## src/hdl/psr_defines.vh

```
// Shared constants of the platform system register bank
`ifndef PSR_DEFINES_VH
`define PSR_DEFINES_VH

// ==================================================
// Register byte offsets
`define PSR_OFS_IDENTITY 8'h00
`define PSR_OFS_SWITCH 8'h04
`define PSR_OFS_LIGHT 8'h08
`define PSR_OFS_SLOW_TICK 8'h24
`define PSR_OFS_FLAG_SET 8'h30
`define PSR_OFS_FLAG_CLR 8'h34
`define PSR_OFS_PFLAG_SET 8'h38
`define PSR_OFS_PFLAG_CLR 8'h3C
`define PSR_OFS_CARD 8'h48
`define PSR_OFS_FLASH 8'h4C
`define PSR_OFS_BOOT_SEL 8'h58
`define PSR_OFS_FAST_TICK 8'h5C
`define PSR_OFS_MISC 8'h60
`define PSR_OFS_XFER_MAP 8'h64
`define PSR_OFS_PROC_ID0 8'h84
`define PSR_OFS_PROC_ID3 8'h90
`define PSR_OFS_CFG_DATA 8'hA0
`define PSR_OFS_CFG_CTRL 8'hA4
`define PSR_OFS_CFG_STAT 8'hA8
`define PSR_OFS_DISP_SITE 8'hB0

// ==================================================
// Field layouts
`define PSR_USER_BITS 8
`define PSR_CTRL_START 31
`define PSR_CTRL_WRITE 30
`define PSR_CTRL_SEL_MSB 29
`define PSR_STAT_DONE 0
`define PSR_STAT_ERR 1
`define PSR_STAT_BUSY 2
`define PSR_SITE_W 2

// ==================================================
// Display source site encodings
`define PSR_SITE_MAIN 2'h0
`define PSR_SITE_DB1 2'h1
`define PSR_SITE_DB2 2'h2

// ==================================================
// Reset values, responses, rates
`define PSR_ZERO32 32'h0000_0000
`define PSR_IDENT_DEFAULT 32'h5A5A_0001
`define PSR_RESP_OKAY 2'h0
`define PSR_RESP_SLVERR 2'h2
`define PSR_CLK_HZ 20000000
`define PSR_SLOW_HZ 100
`define PSR_FAST_HZ 24000000

`endif

```

## src/hdl/psr_tick_counter.v

```verilog
// Free-running counter that advances at a set rate from the bus clock
`timescale 1ns/1ps
`include "psr_defines.vh"
module psr_tick_counter #(
	parameter CLK_HZ = `PSR_CLK_HZ,
	parameter RATE_HZ = `PSR_SLOW_HZ
)(
	// Clock and reset
	input wire aclk,
	input wire aresetn,
	// Count
	output reg [31:0] count_ff
);
	// Whole steps per clock and the fractional remainder in clock units
	localparam [31:0] STEP_WHOLE = RATE_HZ / CLK_HZ;
	localparam [31:0] STEP_FRAC = RATE_HZ % CLK_HZ;
	localparam [32:0] CLK_LIMIT = CLK_HZ;

	reg [31:0] phase_ff;
	wire [32:0] phase_sum;
	wire carry;
	reg [31:0] nxt_phase;

	assign phase_sum = {1'b0, phase_ff} + {1'b0, STEP_FRAC};
	assign carry = (phase_sum >= CLK_LIMIT);

	always @*
	begin
		if (carry)
			nxt_phase = phase_sum[31:0] - CLK_LIMIT[31:0];
		else
			nxt_phase = phase_sum[31:0];
	end

	// ==================================================
	// Counter wraps silently on overflow
	always @(posedge aclk)
	begin
		if (!aresetn)
		begin
			phase_ff <= `PSR_ZERO32;
			count_ff <= `PSR_ZERO32;
		end
		else
		begin
			phase_ff <= nxt_phase;
			count_ff <= count_ff + STEP_WHOLE + {31'h0000_0000, carry};
		end
	end
endmodule

```

## src/hdl/psr_register_bank.v

```verilog
// Platform system register bank with AXI4-Lite slave
`timescale 1ns/1ps
`include "psr_defines.vh"

// Function
// - Switch readback register returns the eight user switch inputs in bits 7:0
// - Light register drives eight light outputs and reads back the written value
// - Read-only counter advancing at 100 Hz; writes leave it unchanged
// - Read-only counter advancing at 24 MHz; writes leave it unchanged
// - Writing the flag clear register clears selected flag bits only
// - Writing the persistent flag clear register clears selected persistent bits only
// - Software loads data, starts transfer by control; device reports progress in status
// - Display source site selects main, first or second daughterboard; default first
module psr_register_bank #(
	parameter CLK_HZ = `PSR_CLK_HZ,
	parameter SLOW_HZ = `PSR_SLOW_HZ,
	parameter FAST_HZ = `PSR_FAST_HZ,
	// Arbitrary identity value, names no real part
	parameter [31:0] IDENT_RESET = `PSR_IDENT_DEFAULT,
	parameter [1:0] DEFAULT_SITE = `PSR_SITE_DB1
)(
	// Clock and reset
	input wire aclk,
	input wire aresetn,
	// AXI4-Lite write address
	input wire [7:0] s_axi_awaddr,
	input wire [2:0] s_axi_awprot,
	input wire s_axi_awvalid,
	output wire s_axi_awready,
	// AXI4-Lite write data
	input wire [31:0] s_axi_wdata,
	input wire [3:0] s_axi_wstrb,
	input wire s_axi_wvalid,
	output wire s_axi_wready,
	// AXI4-Lite write response
	output reg [1:0] s_axi_bresp,
	output reg s_axi_bvalid,
	input wire s_axi_bready,
	// AXI4-Lite read address
	input wire [7:0] s_axi_araddr,
	input wire [2:0] s_axi_arprot,
	input wire s_axi_arvalid,
	output wire s_axi_arready,
	// AXI4-Lite read data
	output reg [31:0] s_axi_rdata,
	output reg [1:0] s_axi_rresp,
	output reg s_axi_rvalid,
	input wire s_axi_rready,
	// Board pins
	input wire [7:0] user_switch_bank,
	output wire [7:0] user_light_outputs,
	input wire [31:0] card_interface_status,
	output wire [31:0] flash_control,
	output wire [31:0] boot_select_switch,
	output wire [31:0] misc_control_flags,
	output wire [31:0] transfer_peripheral_map,
	output wire [1:0] default_display_source_site,
	// Board controller transfer port
	output reg cfg_req_ff,
	output reg cfg_write_ff,
	output reg [29:0] cfg_select_ff,
	output reg [31:0] cfg_wdata_ff,
	input wire cfg_ack,
	input wire cfg_err,
	input wire [31:0] cfg_rdata
);
	// ==================================================
	// Storage
	reg [31:0] ident_ff;
	reg [7:0] light_ff;
	reg [31:0] flag_ff;
	reg [31:0] pflag_ff;
	reg [31:0] flash_ff;
	reg [31:0] boot_sel_ff;
	reg [31:0] misc_ff;
	reg [31:0] xfer_map_ff;
	reg [31:0] proc_id_ff [0:3];
	reg [31:0] cfg_data_ff;
	reg [31:0] cfg_ctrl_ff;
	reg [1:0] cfg_stat_ff;
	reg [1:0] site_ff;
	wire [31:0] slow_count;
	wire [31:0] fast_count;

	// Bus state
	reg aw_held_ff;
	reg w_held_ff;
	reg [7:0] waddr_ff;
	reg [31:0] wdata_ff;
	reg [3:0] wstrb_ff;
	wire write_fire;
	wire [31:0] wmask;
	reg wr_hit;
	reg [31:0] rd_word;
	reg rd_hit;

	// ==================================================
	// Counters
	psr_tick_counter #(
		.CLK_HZ(CLK_HZ),
		.RATE_HZ(SLOW_HZ)
	) u_slow_tick (
		.aclk(aclk),
		.aresetn(aresetn),
		.count_ff(slow_count)
	);

	psr_tick_counter #(
		.CLK_HZ(CLK_HZ),
		.RATE_HZ(FAST_HZ)
	) u_fast_tick (
		.aclk(aclk),
		.aresetn(aresetn),
		.count_ff(fast_count)
	);

	// ==================================================
	// Write channel: address and data taken in either order
	assign s_axi_awready = !aw_held_ff && !s_axi_bvalid;
	assign s_axi_wready = !w_held_ff && !s_axi_bvalid;
	assign write_fire = aw_held_ff && w_held_ff && !s_axi_bvalid;
	assign wmask = {{8{wstrb_ff[3]}}, {8{wstrb_ff[2]}}, {8{wstrb_ff[1]}}, {8{wstrb_ff[0]}}};

	always @(posedge aclk)
	begin
		if (!aresetn)
		begin
			aw_held_ff <= 1'b0;
			w_held_ff <= 1'b0;
			waddr_ff <= 8'h00;
			wdata_ff <= `PSR_ZERO32;
			wstrb_ff <= 4'h0;
			s_axi_bvalid <= 1'b0;
			s_axi_bresp <= `PSR_RESP_OKAY;
		end
		else
		begin
			if (s_axi_awvalid && s_axi_awready)
			begin
				aw_held_ff <= 1'b1;
				waddr_ff <= s_axi_awaddr;
			end
			if (s_axi_wvalid && s_axi_wready)
			begin
				w_held_ff <= 1'b1;
				wdata_ff <= s_axi_wdata;
				wstrb_ff <= s_axi_wstrb;
			end
			if (write_fire)
			begin
				aw_held_ff <= 1'b0;
				w_held_ff <= 1'b0;
				s_axi_bvalid <= 1'b1;
				s_axi_bresp <= wr_hit ? `PSR_RESP_OKAY : `PSR_RESP_SLVERR;
			end
			else if (s_axi_bvalid && s_axi_bready)
				s_axi_bvalid <= 1'b0;
		end
	end

	// Which word addresses accept writes; read-only words answer OKAY and ignore data
	always @*
	begin
		wr_hit = 1'b1;
		if (waddr_ff[7:2] > `PSR_OFS_DISP_SITE >> 2)
			wr_hit = 1'b0;
		else if (rd_index_valid(waddr_ff))
			wr_hit = 1'b1;
		else
			wr_hit = 1'b0;
	end

	function rd_index_valid;
		input [7:0] a;
		reg [7:0] w;
		begin
			w = {a[7:2], 2'b00};
			rd_index_valid = (w == `PSR_OFS_IDENTITY) || (w == `PSR_OFS_SWITCH) || (w == `PSR_OFS_LIGHT)
				|| (w == `PSR_OFS_SLOW_TICK) || (w == `PSR_OFS_FLAG_SET) || (w == `PSR_OFS_FLAG_CLR)
				|| (w == `PSR_OFS_PFLAG_SET) || (w == `PSR_OFS_PFLAG_CLR) || (w == `PSR_OFS_CARD)
				|| (w == `PSR_OFS_FLASH) || (w == `PSR_OFS_BOOT_SEL) || (w == `PSR_OFS_FAST_TICK)
				|| (w == `PSR_OFS_MISC) || (w == `PSR_OFS_XFER_MAP)
				|| ((w >= `PSR_OFS_PROC_ID0) && (w <= `PSR_OFS_PROC_ID3))
				|| (w == `PSR_OFS_CFG_DATA) || (w == `PSR_OFS_CFG_CTRL) || (w == `PSR_OFS_CFG_STAT)
				|| (w == `PSR_OFS_DISP_SITE);
		end
	endfunction

	// ==================================================
	// Register updates
	wire [7:0] wword;
	wire [31:0] wmerge_flash;
	wire [31:0] wmasked;
	wire cfg_start;
	wire cfg_done;
	assign wword = {waddr_ff[7:2], 2'b00};
	assign wmasked = wdata_ff & wmask;
	assign wmerge_flash = (flash_ff & ~wmask) | wmasked;
	assign cfg_start = cfg_ctrl_ff[`PSR_CTRL_START] && !cfg_req_ff;
	assign cfg_done = cfg_req_ff && cfg_ack;

	always @(posedge aclk)
	begin
		if (!aresetn)
		begin
			ident_ff <= IDENT_RESET;
			light_ff <= 8'h00;
			flag_ff <= `PSR_ZERO32;
			pflag_ff <= `PSR_ZERO32;
			flash_ff <= `PSR_ZERO32;
			boot_sel_ff <= `PSR_ZERO32;
			misc_ff <= `PSR_ZERO32;
			xfer_map_ff <= `PSR_ZERO32;
			proc_id_ff[0] <= `PSR_ZERO32;
			proc_id_ff[1] <= `PSR_ZERO32;
			proc_id_ff[2] <= `PSR_ZERO32;
			proc_id_ff[3] <= `PSR_ZERO32;
			site_ff <= DEFAULT_SITE;
		end
		else if (write_fire)
		begin
			if (wword == `PSR_OFS_IDENTITY)
				ident_ff <= (ident_ff & ~wmask) | wmasked;
			else if (wword == `PSR_OFS_LIGHT)
				light_ff <= wstrb_ff[0] ? wdata_ff[7:0] : light_ff;
			else if (wword == `PSR_OFS_FLAG_SET)
				flag_ff <= flag_ff | wmasked;
			else if (wword == `PSR_OFS_FLAG_CLR)
				flag_ff <= flag_ff & ~wmasked;
			else if (wword == `PSR_OFS_PFLAG_SET)
				pflag_ff <= pflag_ff | wmasked;
			else if (wword == `PSR_OFS_PFLAG_CLR)
				pflag_ff <= pflag_ff & ~wmasked;
			else if (wword == `PSR_OFS_FLASH)
				flash_ff <= wmerge_flash;
			else if (wword == `PSR_OFS_BOOT_SEL)
				boot_sel_ff <= (boot_sel_ff & ~wmask) | wmasked;
			else if (wword == `PSR_OFS_MISC)
				misc_ff <= (misc_ff & ~wmask) | wmasked;
			else if (wword == `PSR_OFS_XFER_MAP)
				xfer_map_ff <= (xfer_map_ff & ~wmask) | wmasked;
			else if ((wword >= `PSR_OFS_PROC_ID0) && (wword <= `PSR_OFS_PROC_ID3))
				proc_id_ff[wword[3:2] - 2'h1] <= (proc_id_ff[wword[3:2] - 2'h1] & ~wmask) | wmasked;
			else if (wword == `PSR_OFS_DISP_SITE)
			begin
				// Undefined code 3 is refused so the output always names a real site
				if (wstrb_ff[0] && (wdata_ff[1:0] <= `PSR_SITE_DB2))
					site_ff <= wdata_ff[1:0];
			end
		end
	end

	// ==================================================
	// Board controller transfer
	always @(posedge aclk)
	begin
		if (!aresetn)
		begin
			cfg_data_ff <= `PSR_ZERO32;
			cfg_ctrl_ff <= `PSR_ZERO32;
			cfg_stat_ff <= 2'h0;
			cfg_req_ff <= 1'b0;
			cfg_write_ff <= 1'b0;
			cfg_select_ff <= 30'h0000_0000;
			cfg_wdata_ff <= `PSR_ZERO32;
		end
		else
		begin
			// Request stays up until the controller acknowledges
			if (cfg_start)
			begin
				cfg_req_ff <= 1'b1;
				cfg_write_ff <= cfg_ctrl_ff[`PSR_CTRL_WRITE];
				cfg_select_ff <= cfg_ctrl_ff[`PSR_CTRL_SEL_MSB:0];
				cfg_wdata_ff <= cfg_data_ff;
				cfg_ctrl_ff[`PSR_CTRL_START] <= 1'b0;
			end
			else if (cfg_done)
				cfg_req_ff <= 1'b0;

			if (write_fire && (wword == `PSR_OFS_CFG_CTRL) && !cfg_req_ff && !cfg_start)
			begin
				cfg_ctrl_ff <= (cfg_ctrl_ff & ~wmask) | wmasked;
				if (wmasked[`PSR_CTRL_START])
					cfg_stat_ff <= 2'h0;
			end

			// Read data returned by the controller beats a software write in the same cycle
			if (cfg_done && !cfg_write_ff)
				cfg_data_ff <= cfg_rdata;
			else if (write_fire && (wword == `PSR_OFS_CFG_DATA) && !cfg_req_ff)
				cfg_data_ff <= (cfg_data_ff & ~wmask) | wmasked;

			// Completion sets win over a software clear of the status word
			if (cfg_done)
			begin
				cfg_stat_ff[`PSR_STAT_DONE] <= 1'b1;
				cfg_stat_ff[`PSR_STAT_ERR] <= cfg_err;
			end
			else if (write_fire && (wword == `PSR_OFS_CFG_STAT) && wstrb_ff[0])
				cfg_stat_ff <= wdata_ff[1:0];
		end
	end

	// ==================================================
	// Read channel
	assign s_axi_arready = !s_axi_rvalid;

	always @*
	begin
		rd_word = `PSR_ZERO32;
		rd_hit = 1'b1;
		if (s_axi_araddr[7:2] == `PSR_OFS_IDENTITY >> 2)
			rd_word = ident_ff;
		else if (s_axi_araddr[7:2] == `PSR_OFS_SWITCH >> 2)
			rd_word = {24'h00_0000, user_switch_bank};
		else if (s_axi_araddr[7:2] == `PSR_OFS_LIGHT >> 2)
			rd_word = {24'h00_0000, light_ff};
		else if (s_axi_araddr[7:2] == `PSR_OFS_SLOW_TICK >> 2)
			rd_word = slow_count;
		else if (s_axi_araddr[7:2] == `PSR_OFS_FLAG_SET >> 2)
			rd_word = flag_ff;
		else if (s_axi_araddr[7:2] == `PSR_OFS_PFLAG_SET >> 2)
			rd_word = pflag_ff;
		else if (s_axi_araddr[7:2] == `PSR_OFS_CARD >> 2)
			rd_word = card_interface_status;
		else if (s_axi_araddr[7:2] == `PSR_OFS_FLASH >> 2)
			rd_word = flash_ff;
		else if (s_axi_araddr[7:2] == `PSR_OFS_BOOT_SEL >> 2)
			rd_word = boot_sel_ff;
		else if (s_axi_araddr[7:2] == `PSR_OFS_FAST_TICK >> 2)
			rd_word = fast_count;
		else if (s_axi_araddr[7:2] == `PSR_OFS_MISC >> 2)
			rd_word = misc_ff;
		else if (s_axi_araddr[7:2] == `PSR_OFS_XFER_MAP >> 2)
			rd_word = xfer_map_ff;
		else if ((s_axi_araddr[7:2] >= `PSR_OFS_PROC_ID0 >> 2) && (s_axi_araddr[7:2] <= `PSR_OFS_PROC_ID3 >> 2))
			rd_word = proc_id_ff[s_axi_araddr[3:2] - 2'h1];
		else if (s_axi_araddr[7:2] == `PSR_OFS_CFG_DATA >> 2)
			rd_word = cfg_data_ff;
		else if (s_axi_araddr[7:2] == `PSR_OFS_CFG_CTRL >> 2)
			rd_word = cfg_ctrl_ff;
		else if (s_axi_araddr[7:2] == `PSR_OFS_CFG_STAT >> 2)
			rd_word = {29'h0000_0000, cfg_req_ff, cfg_stat_ff};
		else if (s_axi_araddr[7:2] == `PSR_OFS_DISP_SITE >> 2)
			rd_word = {30'h0000_0000, site_ff};
		else if ((s_axi_araddr[7:2] == `PSR_OFS_FLAG_CLR >> 2) || (s_axi_araddr[7:2] == `PSR_OFS_PFLAG_CLR >> 2))
			rd_word = `PSR_ZERO32;
		else
			rd_hit = 1'b0;
	end

	always @(posedge aclk)
	begin
		if (!aresetn)
		begin
			s_axi_rvalid <= 1'b0;
			s_axi_rdata <= `PSR_ZERO32;
			s_axi_rresp <= `PSR_RESP_OKAY;
		end
		else if (s_axi_arvalid && s_axi_arready)
		begin
			s_axi_rvalid <= 1'b1;
			s_axi_rdata <= rd_word;
			s_axi_rresp <= rd_hit ? `PSR_RESP_OKAY : `PSR_RESP_SLVERR;
		end
		else if (s_axi_rvalid && s_axi_rready)
			s_axi_rvalid <= 1'b0;
	end

	// ==================================================
	// Board outputs
	assign user_light_outputs = light_ff;
	assign flash_control = flash_ff;
	assign boot_select_switch = boot_sel_ff;
	assign misc_control_flags = misc_ff;
	assign transfer_peripheral_map = xfer_map_ff;
	assign default_display_source_site = site_ff;
endmodule

```

## config.mk

```make
export PLATFORM = sky130hd
export DESIGN_NAME = psr_register_bank
export DESIGN_NICKNAME = d
export VERILOG_FILES = /design/src/hdl/psr_tick_counter.v /design/src/hdl/psr_register_bank.v
export VERILOG_INCLUDE_DIRS = /design/src /design/src/hdl
export SDC_FILE = /design/constraint.sdc
export NUM_CORES = 2
export LEC_CHECK = 0
export BUFFER_PORTS_ARGS = -buffer_cell sky130_fd_sc_hd__buf_2
export CAP_MARGIN = 15
export CELL_PAD_IN_SITES_DETAIL_PLACEMENT = 2
export CELL_PAD_IN_SITES_GLOBAL_PLACEMENT = 2
export CORE_ASPECT_RATIO = 0.7
export CORE_MARGIN = 5
export CORE_UTILIZATION = 39
export CTS_CLUSTER_SIZE = 10
export DETAILED_ROUTE_END_ITERATION = 10
export PLACE_DENSITY = 0.94
export SYNTH_ARGS = -nofsm -noshare
export SYNTH_HDL_FRONTEND = slang
export SYNTH_SLANG_ARGS = --single-unit
```

## constraint.sdc

```tcl
create_clock -name aclk -period 8.65 [get_ports aclk]
set_input_delay 2.1625 -clock aclk [delete_from_list [all_inputs] [get_ports aclk]]
set_output_delay 2.1625 -clock aclk [all_outputs]
set_load 0.005 [all_outputs]
```

# ---- Yosys cells after proc, flatten, opt, wreduce, memory -nomap -nowiden
# Memory sizes are Yosys's and may differ from the RTL's.
# Index checks and enable logic that the tools add are counted.
dict set report totals {
  ff_bits 576
  ram_bits 128
  input_bits 139
  out_inout_bits 243
  wordCells 267
  mem_count 1
}
# memory words width read_ports rd_clocked_by_memory_dff write_ports line
set memory_table {}
lappend memory_table {proc_id_ff 4 32 2 0 4 psr_register_bank.v:77} ;# reg [31:0] proc_id_ff [0:3];
dict set report classes {
  addsub 9
  magnitude_cmp 8
  n_eq_ne 34
  muxes 77
  bitwise_logic 35
  reduce_logical 72
}
# op count
set ops {}
lappend ops {{$mux 32} 25}
lappend ops {{$and 32x32->32} 11}
lappend ops {{$or 32x32->32} 10}
lappend ops {{$eq 6x5->1 const B} 12}
lappend ops {{$ge 33x25->1 const B} 2}
lappend ops {{$add 32x1->32} 2}
lappend ops {{$not 32->32} 2}
lappend ops {{$sub 32x25->32 const B} 2}
lappend ops {{$eq 6x4->1 const B} 10}
lappend ops {{$eq 6x6->1 const B} 8}
lappend ops {{$mux 1} 43}
lappend ops {{$add 32x22->33 const B} 1}
lappend ops {{$add 32x7->33 const B} 1}
lappend ops {{$add 32x1->32 const B} 1}
lappend ops {{$reduce_or 32->1} 1}
lappend ops {{$logic_and 1x1->1} 22}
lappend ops {{$logic_or 1x1->1} 19}
lappend ops {{$mux 2} 8}
lappend ops {{$reduce_and 14->1} 1}
lappend ops {{$reduce_bool 2->1} 7}
lappend ops {{$eq 6x1->1 const B} 2}
lappend ops {{$eq 6x2->1 const B} 2}
lappend ops {{$logic_not 6->1} 2}
lappend ops {{$not 1->1} 12}
lappend ops {{other kinds (19)} 29}

# ---- Longest topological paths before layout
dict set report logic_depth {
  ltp_word 22
  ltp_mapped 23
  mapped_depth_nobuf 20
}

# ---- By module
# From an unflattened synthesis, not the netlist that was laid out.
dict set report unflattened {
  hier_cells 4115
  area_unflattened_um2 34630.7
}
# module n_inst cells_per_inst area_each_um2
set modules_own_cells {}
lappend modules_own_cells {psr_register_bank 1 3164 27015.9}
lappend modules_own_cells {{psr_tick_counter at u_slow_tick} 1 496 4090.2}
lappend modules_own_cells {{psr_tick_counter at u_fast_tick} 1 455 3524.6}

# ---- Least setup slack after synthesis
# Ideal clock, no wire load.
dict set report synth_path {
  path_kind {input to register}
  from {in s_axi_araddr[2]}
  to {reg s_axi_rdata[29]}
  setup_time_ns 0.070
  arrival_ns 5.841
  required_ns 8.580
  slack_ns 2.740
  path_stages 15
  path_buffers 5
  cell_sequence {clkbuf_1 -> buf_2 -> buf_1 -> inv_1 -> ha_1 -> nor3b_1 -> a2111oi_1 -> clkbuf_1 -> buf_1 -> a222oi_1 -> nor2_1 -> a221oi_1 -> o21ai_0 -> o211ai_1 -> a21oi_1}
}
dict set report synth_between {
  elab_chain_len 16
  word_cells_on_any_way 34
}
# item line
set synth_rtl {}
lappend synth_rtl {{start, declared} psr_register_bank.v:40} ;# input wire [7:0] s_axi_araddr,
lappend synth_rtl {{parallel branches: the longest is 15 deep, another holds $mem_v2 4x32} --}
lappend synth_rtl {{$mux 32 (*)} psr_register_bank.v:313} ;# if (s_axi_araddr[7:2] == `PSR_OFS_IDENTITY >> 2)
lappend synth_rtl {{end signal, assigned} psr_register_bank.v:358} ;# s_axi_rdata <= `PSR_ZERO32;
lappend synth_rtl {{end signal, assigned} psr_register_bank.v:364} ;# s_axi_rdata <= rd_word;
lappend synth_rtl {{end, declared} psr_register_bank.v:45} ;# output reg [31:0] s_axi_rdata,
# Every way passes the cells marked *.
# A chain may end at the register's enable or synchronous reset.

# ---- Worst setup path in the final report
dict set report layout_path {
  from {reg u_slow_tick.phase_ff[2]}
  to {reg u_slow_tick.count_ff[31]}
}
dict set report layout_between {
  elab_chain_len 3
}
# item line
set layout_rtl {}
lappend layout_rtl {{start, declared} psr_tick_counter.v:19} ;# reg [31:0] phase_ff;
lappend layout_rtl {{start signal, assigned} psr_tick_counter.v:41} ;# phase_ff <= `PSR_ZERO32;
lappend layout_rtl {{start signal, assigned} psr_tick_counter.v:46} ;# phase_ff <= nxt_phase;
lappend layout_rtl {{$add 32x7->33} psr_tick_counter.v:24} ;# assign phase_sum = {1'b0, phase_ff} + {1'b0, STEP_FRAC};
lappend layout_rtl {{$ge 33x25->1} psr_tick_counter.v:25} ;# assign carry = (phase_sum >= CLK_LIMIT);
lappend layout_rtl {{$add 32x1->32} psr_tick_counter.v:47} ;# count_ff <= count_ff + STEP_WHOLE + {31'h0000_0000, carry};
lappend layout_rtl {{end signal, assigned} psr_tick_counter.v:42} ;# count_ff <= `PSR_ZERO32;
lappend layout_rtl {{end signal, assigned} psr_tick_counter.v:47}
lappend layout_rtl {{end, declared} psr_tick_counter.v:12} ;# output reg [31:0] count_ff
# Every way passes these cells.

==> results.cfg <==
[global_routing]
overflow = 0
grt_pass1_vias = 38600
antenna_found_initial = 10
grt_pass1_wl_um = 277000
grt_max_degree = 97
grt_use_total_pct = 40.2

[sta]
rsz0062_at_grt = no
setup_violations = 0
period_share_pct = 83.6
tightest_slew_ns = 1.26
hold_viol_final = 0
tns_ns = 0
fin_crit_ns = 7.23
fin_skew_ns = 0.0483
maxSlewViolCount = 0
fmax_mhz = 138
relSlewSlack_pct = 15.9

[synth]
synth_area_leaders = dfxtp_1 (34%), edfxtp_1 (12%), nor2_1 (6.5%)
netlist.area_leader.share_pct = 33.9
synth-async-reset-ratio_pct = 0
syn-mean-instance-area_um2 = 8.75
ys_seq_area_share_pct = 45.4
syn_area_um2 = 33200
synth.ff_latch_count = 690
yosys.area.top_type = dfxtp_1
netlist_instances = 3798
yosys_warnings = 0
synth_edf_count = 128
dominantRegCellSynth = dfxtp_1
yosysUniqueCellTypes = 95

[route]
drc = 0
via_per_inst = 7.02
drtPass1Iterations = 8
drt_wl_total_um = 192000
wire_per_inst_um = 37.2
route.antenna.remaining_nets = 0
num_vias = 36300
drtIter0Drc = 5008

[place]
port_buffers = 369
dpl.hpwl_um = 117000
gp_congestion = 0.916

[clock_tree]
root_buffer = clkbuf_16
clock-sinks = 690
h-tree-depth = 3
cts.clk_slew.worst_paths_ns = 0.07
postCtsSetupBuffers = 0
cts_buffers = 79
cts_hold_buf = 0
cts_tree = built
clockBufferDepth = 3
cts_resized = 0
clk-insertion-delay-late_ns = 0.69

[worst_hold_path]
hp-class = flop to flop

[setup_path]
arrival_ns = 7.75
cp.buffers_inverters = 1
slowest_stage = a221o_1
critPathTopFamily = simple AND/OR/NAND/NOR gates
r2r_slack_ns = 1.42
crit_top_cell = ha_1
end_kind = flop
cp.required_ns = 9.17
worstPathMaxFanout = 24
crit_type = flop to flop
cpPeakStageDelay_ns = 0.94
cp_cell_sequence = ha_1 -> a211o_1 -> nand2_1 -> xor2_1 -> inv_1 -> ha_1 -> and4b_1 -> o2111ai_1 -> a2111oi_0 -> nand4b_1 -> o21ai_1 -> a221o_1 -> ha_1 -> nand2_1 -> nor4_1 -> and2_1 -> and2_1 -> nand4_1 -> xor2_1 -> nor2_1
start_kind = flop

[pwr]
total_power_mw = 8.92
peakVddDrop_mv = 0.173
powerDensity_nw_per_um2 = 235
static-leakage-power_nw = 14.5

[floorplan]
dieArea_um2 = 91200
dieWidth_um = 359
coreArea_um2 = 84400
die_h_um = 254
ios = 382
initial_utilization_pct = 39.4
rows = 89

[cells_and_area]
final_common_cell = nor2_1
final_cell_mix = nor2_1 (570), dfxtp_1 (557), nand2_1 (502)
areaGrowthSynthToFinish_pct = 14.4
drive_gt1_share_pct = 16.2
nets = 4155

[outcome]
status = complete, no violations

[job]
max_cap_violations = 0
-- cell type report --
cell class                      count  area [um^2]
Antenna cell                        7         17.5
Clock buffer                      115         2130
Clock inverter                      4         42.5
Fill cell                        9106        46400
Inverter                           34          135
Multi-Input combinational cell   2762        16900
Sequential cell                   690        15100
Tap cell                         1137         1420
Timing Repair Buffer              427         2300
-- final timing paths --
kind                           startpoint                  endpoint  cells past startpoint
hold reg to reg         cfg_select_ff[24]         cfg_select_ff[24]                      2
setup reg to reg  u_slow_tick.phase_ff[2]  u_slow_tick.count_ff[31]                     20
setup / recovery  u_slow_tick.phase_ff[2]  u_slow_tick.count_ff[31]                     20
hold / removal          cfg_select_ff[24]         cfg_select_ff[24]                      2
-- per-stage QoR --
stage	worst slack (ns)	util, %	std cells	cell area, um^2	hold slack (ns)
floorplan	2.74	-	3799	33200	0.442
global placement	2.73	42.4	5048	35800	0.440
detailed placement	2.38	42.4	5049	35800	0.451
CTS	1.86	45.0	5168	38000	0.459
global route	1.39	45.0	5171	38000	0.475
finish	1.42	45.0	5176	38000	0.455
-- logic make-up after synthesis --
group	synth area share (%)
AND/OR/NAND/NOR	19.8
AO/OA/AOI/OAI	16.8
flip-flops	45.4
buffers and inverters	4.09
multiplexers	9.57
XOR/XNOR	3.45
adder cells (fa/ha/maj)	0.828
other	0.0113
-- layer usage --
layer | vias to the layer above | GRT usage, % | wire length, um
met3 | 1217 | 10.7 | 20900
met1 | 17900 | 46.1 | 66700
li1 | 13900 | - | -
met5 | - | 0 | 29
met2 | 3256 | 63.7 | 84500
met4 | 4 | 33.3 | 20200
-- synthesized netlist by cell type, types with 18 or more instances --
library cell,count
nor2b_1,21
mux2_2,23
mux4_2,64
clkbuf_1,261
a222oi_1,20
nor2_1,573
nand4_1,29
and3_1,31
a22oi_1,46
ha_1,22
a21o_1,18
dfxtp_1,562
buf_1,27
inv_1,32
edfxtp_1,128
xnor2_1,67
nand2_1,503
mux2i_1,148
nand3_1,176
a31oi_1,78
nor3_1,42
o221ai_1,24
xor2_1,60
o21ai_0,156
and2_1,28
a221oi_1,58
a21oi_1,298
nand2b_1,18
a211oi_1,39
buf_2,19
-- power by group --
group          switching, mW  internal (mW)  total [mW]
Sequential             0.327           3.43        3.76
Clock                   1.55           1.70        3.24
Combinational           1.24          0.682        1.92
Total                   3.11           5.81        8.92
-- worst register-to-register path: cells and delay by family, from the launching register on --
family | cells | cell delay, ns
xor gates and xnor gates | 2 | 0.50
and+or+nand+nor | 9 | 2.60
DFF | 1 | 0.57
adders and majority gates | 3 | 1.02
AOI/OAI and AO/OA | 5 | 2.23
buffers and inverters | 1 | 0.14
Power figures use the tool's default switching activity.
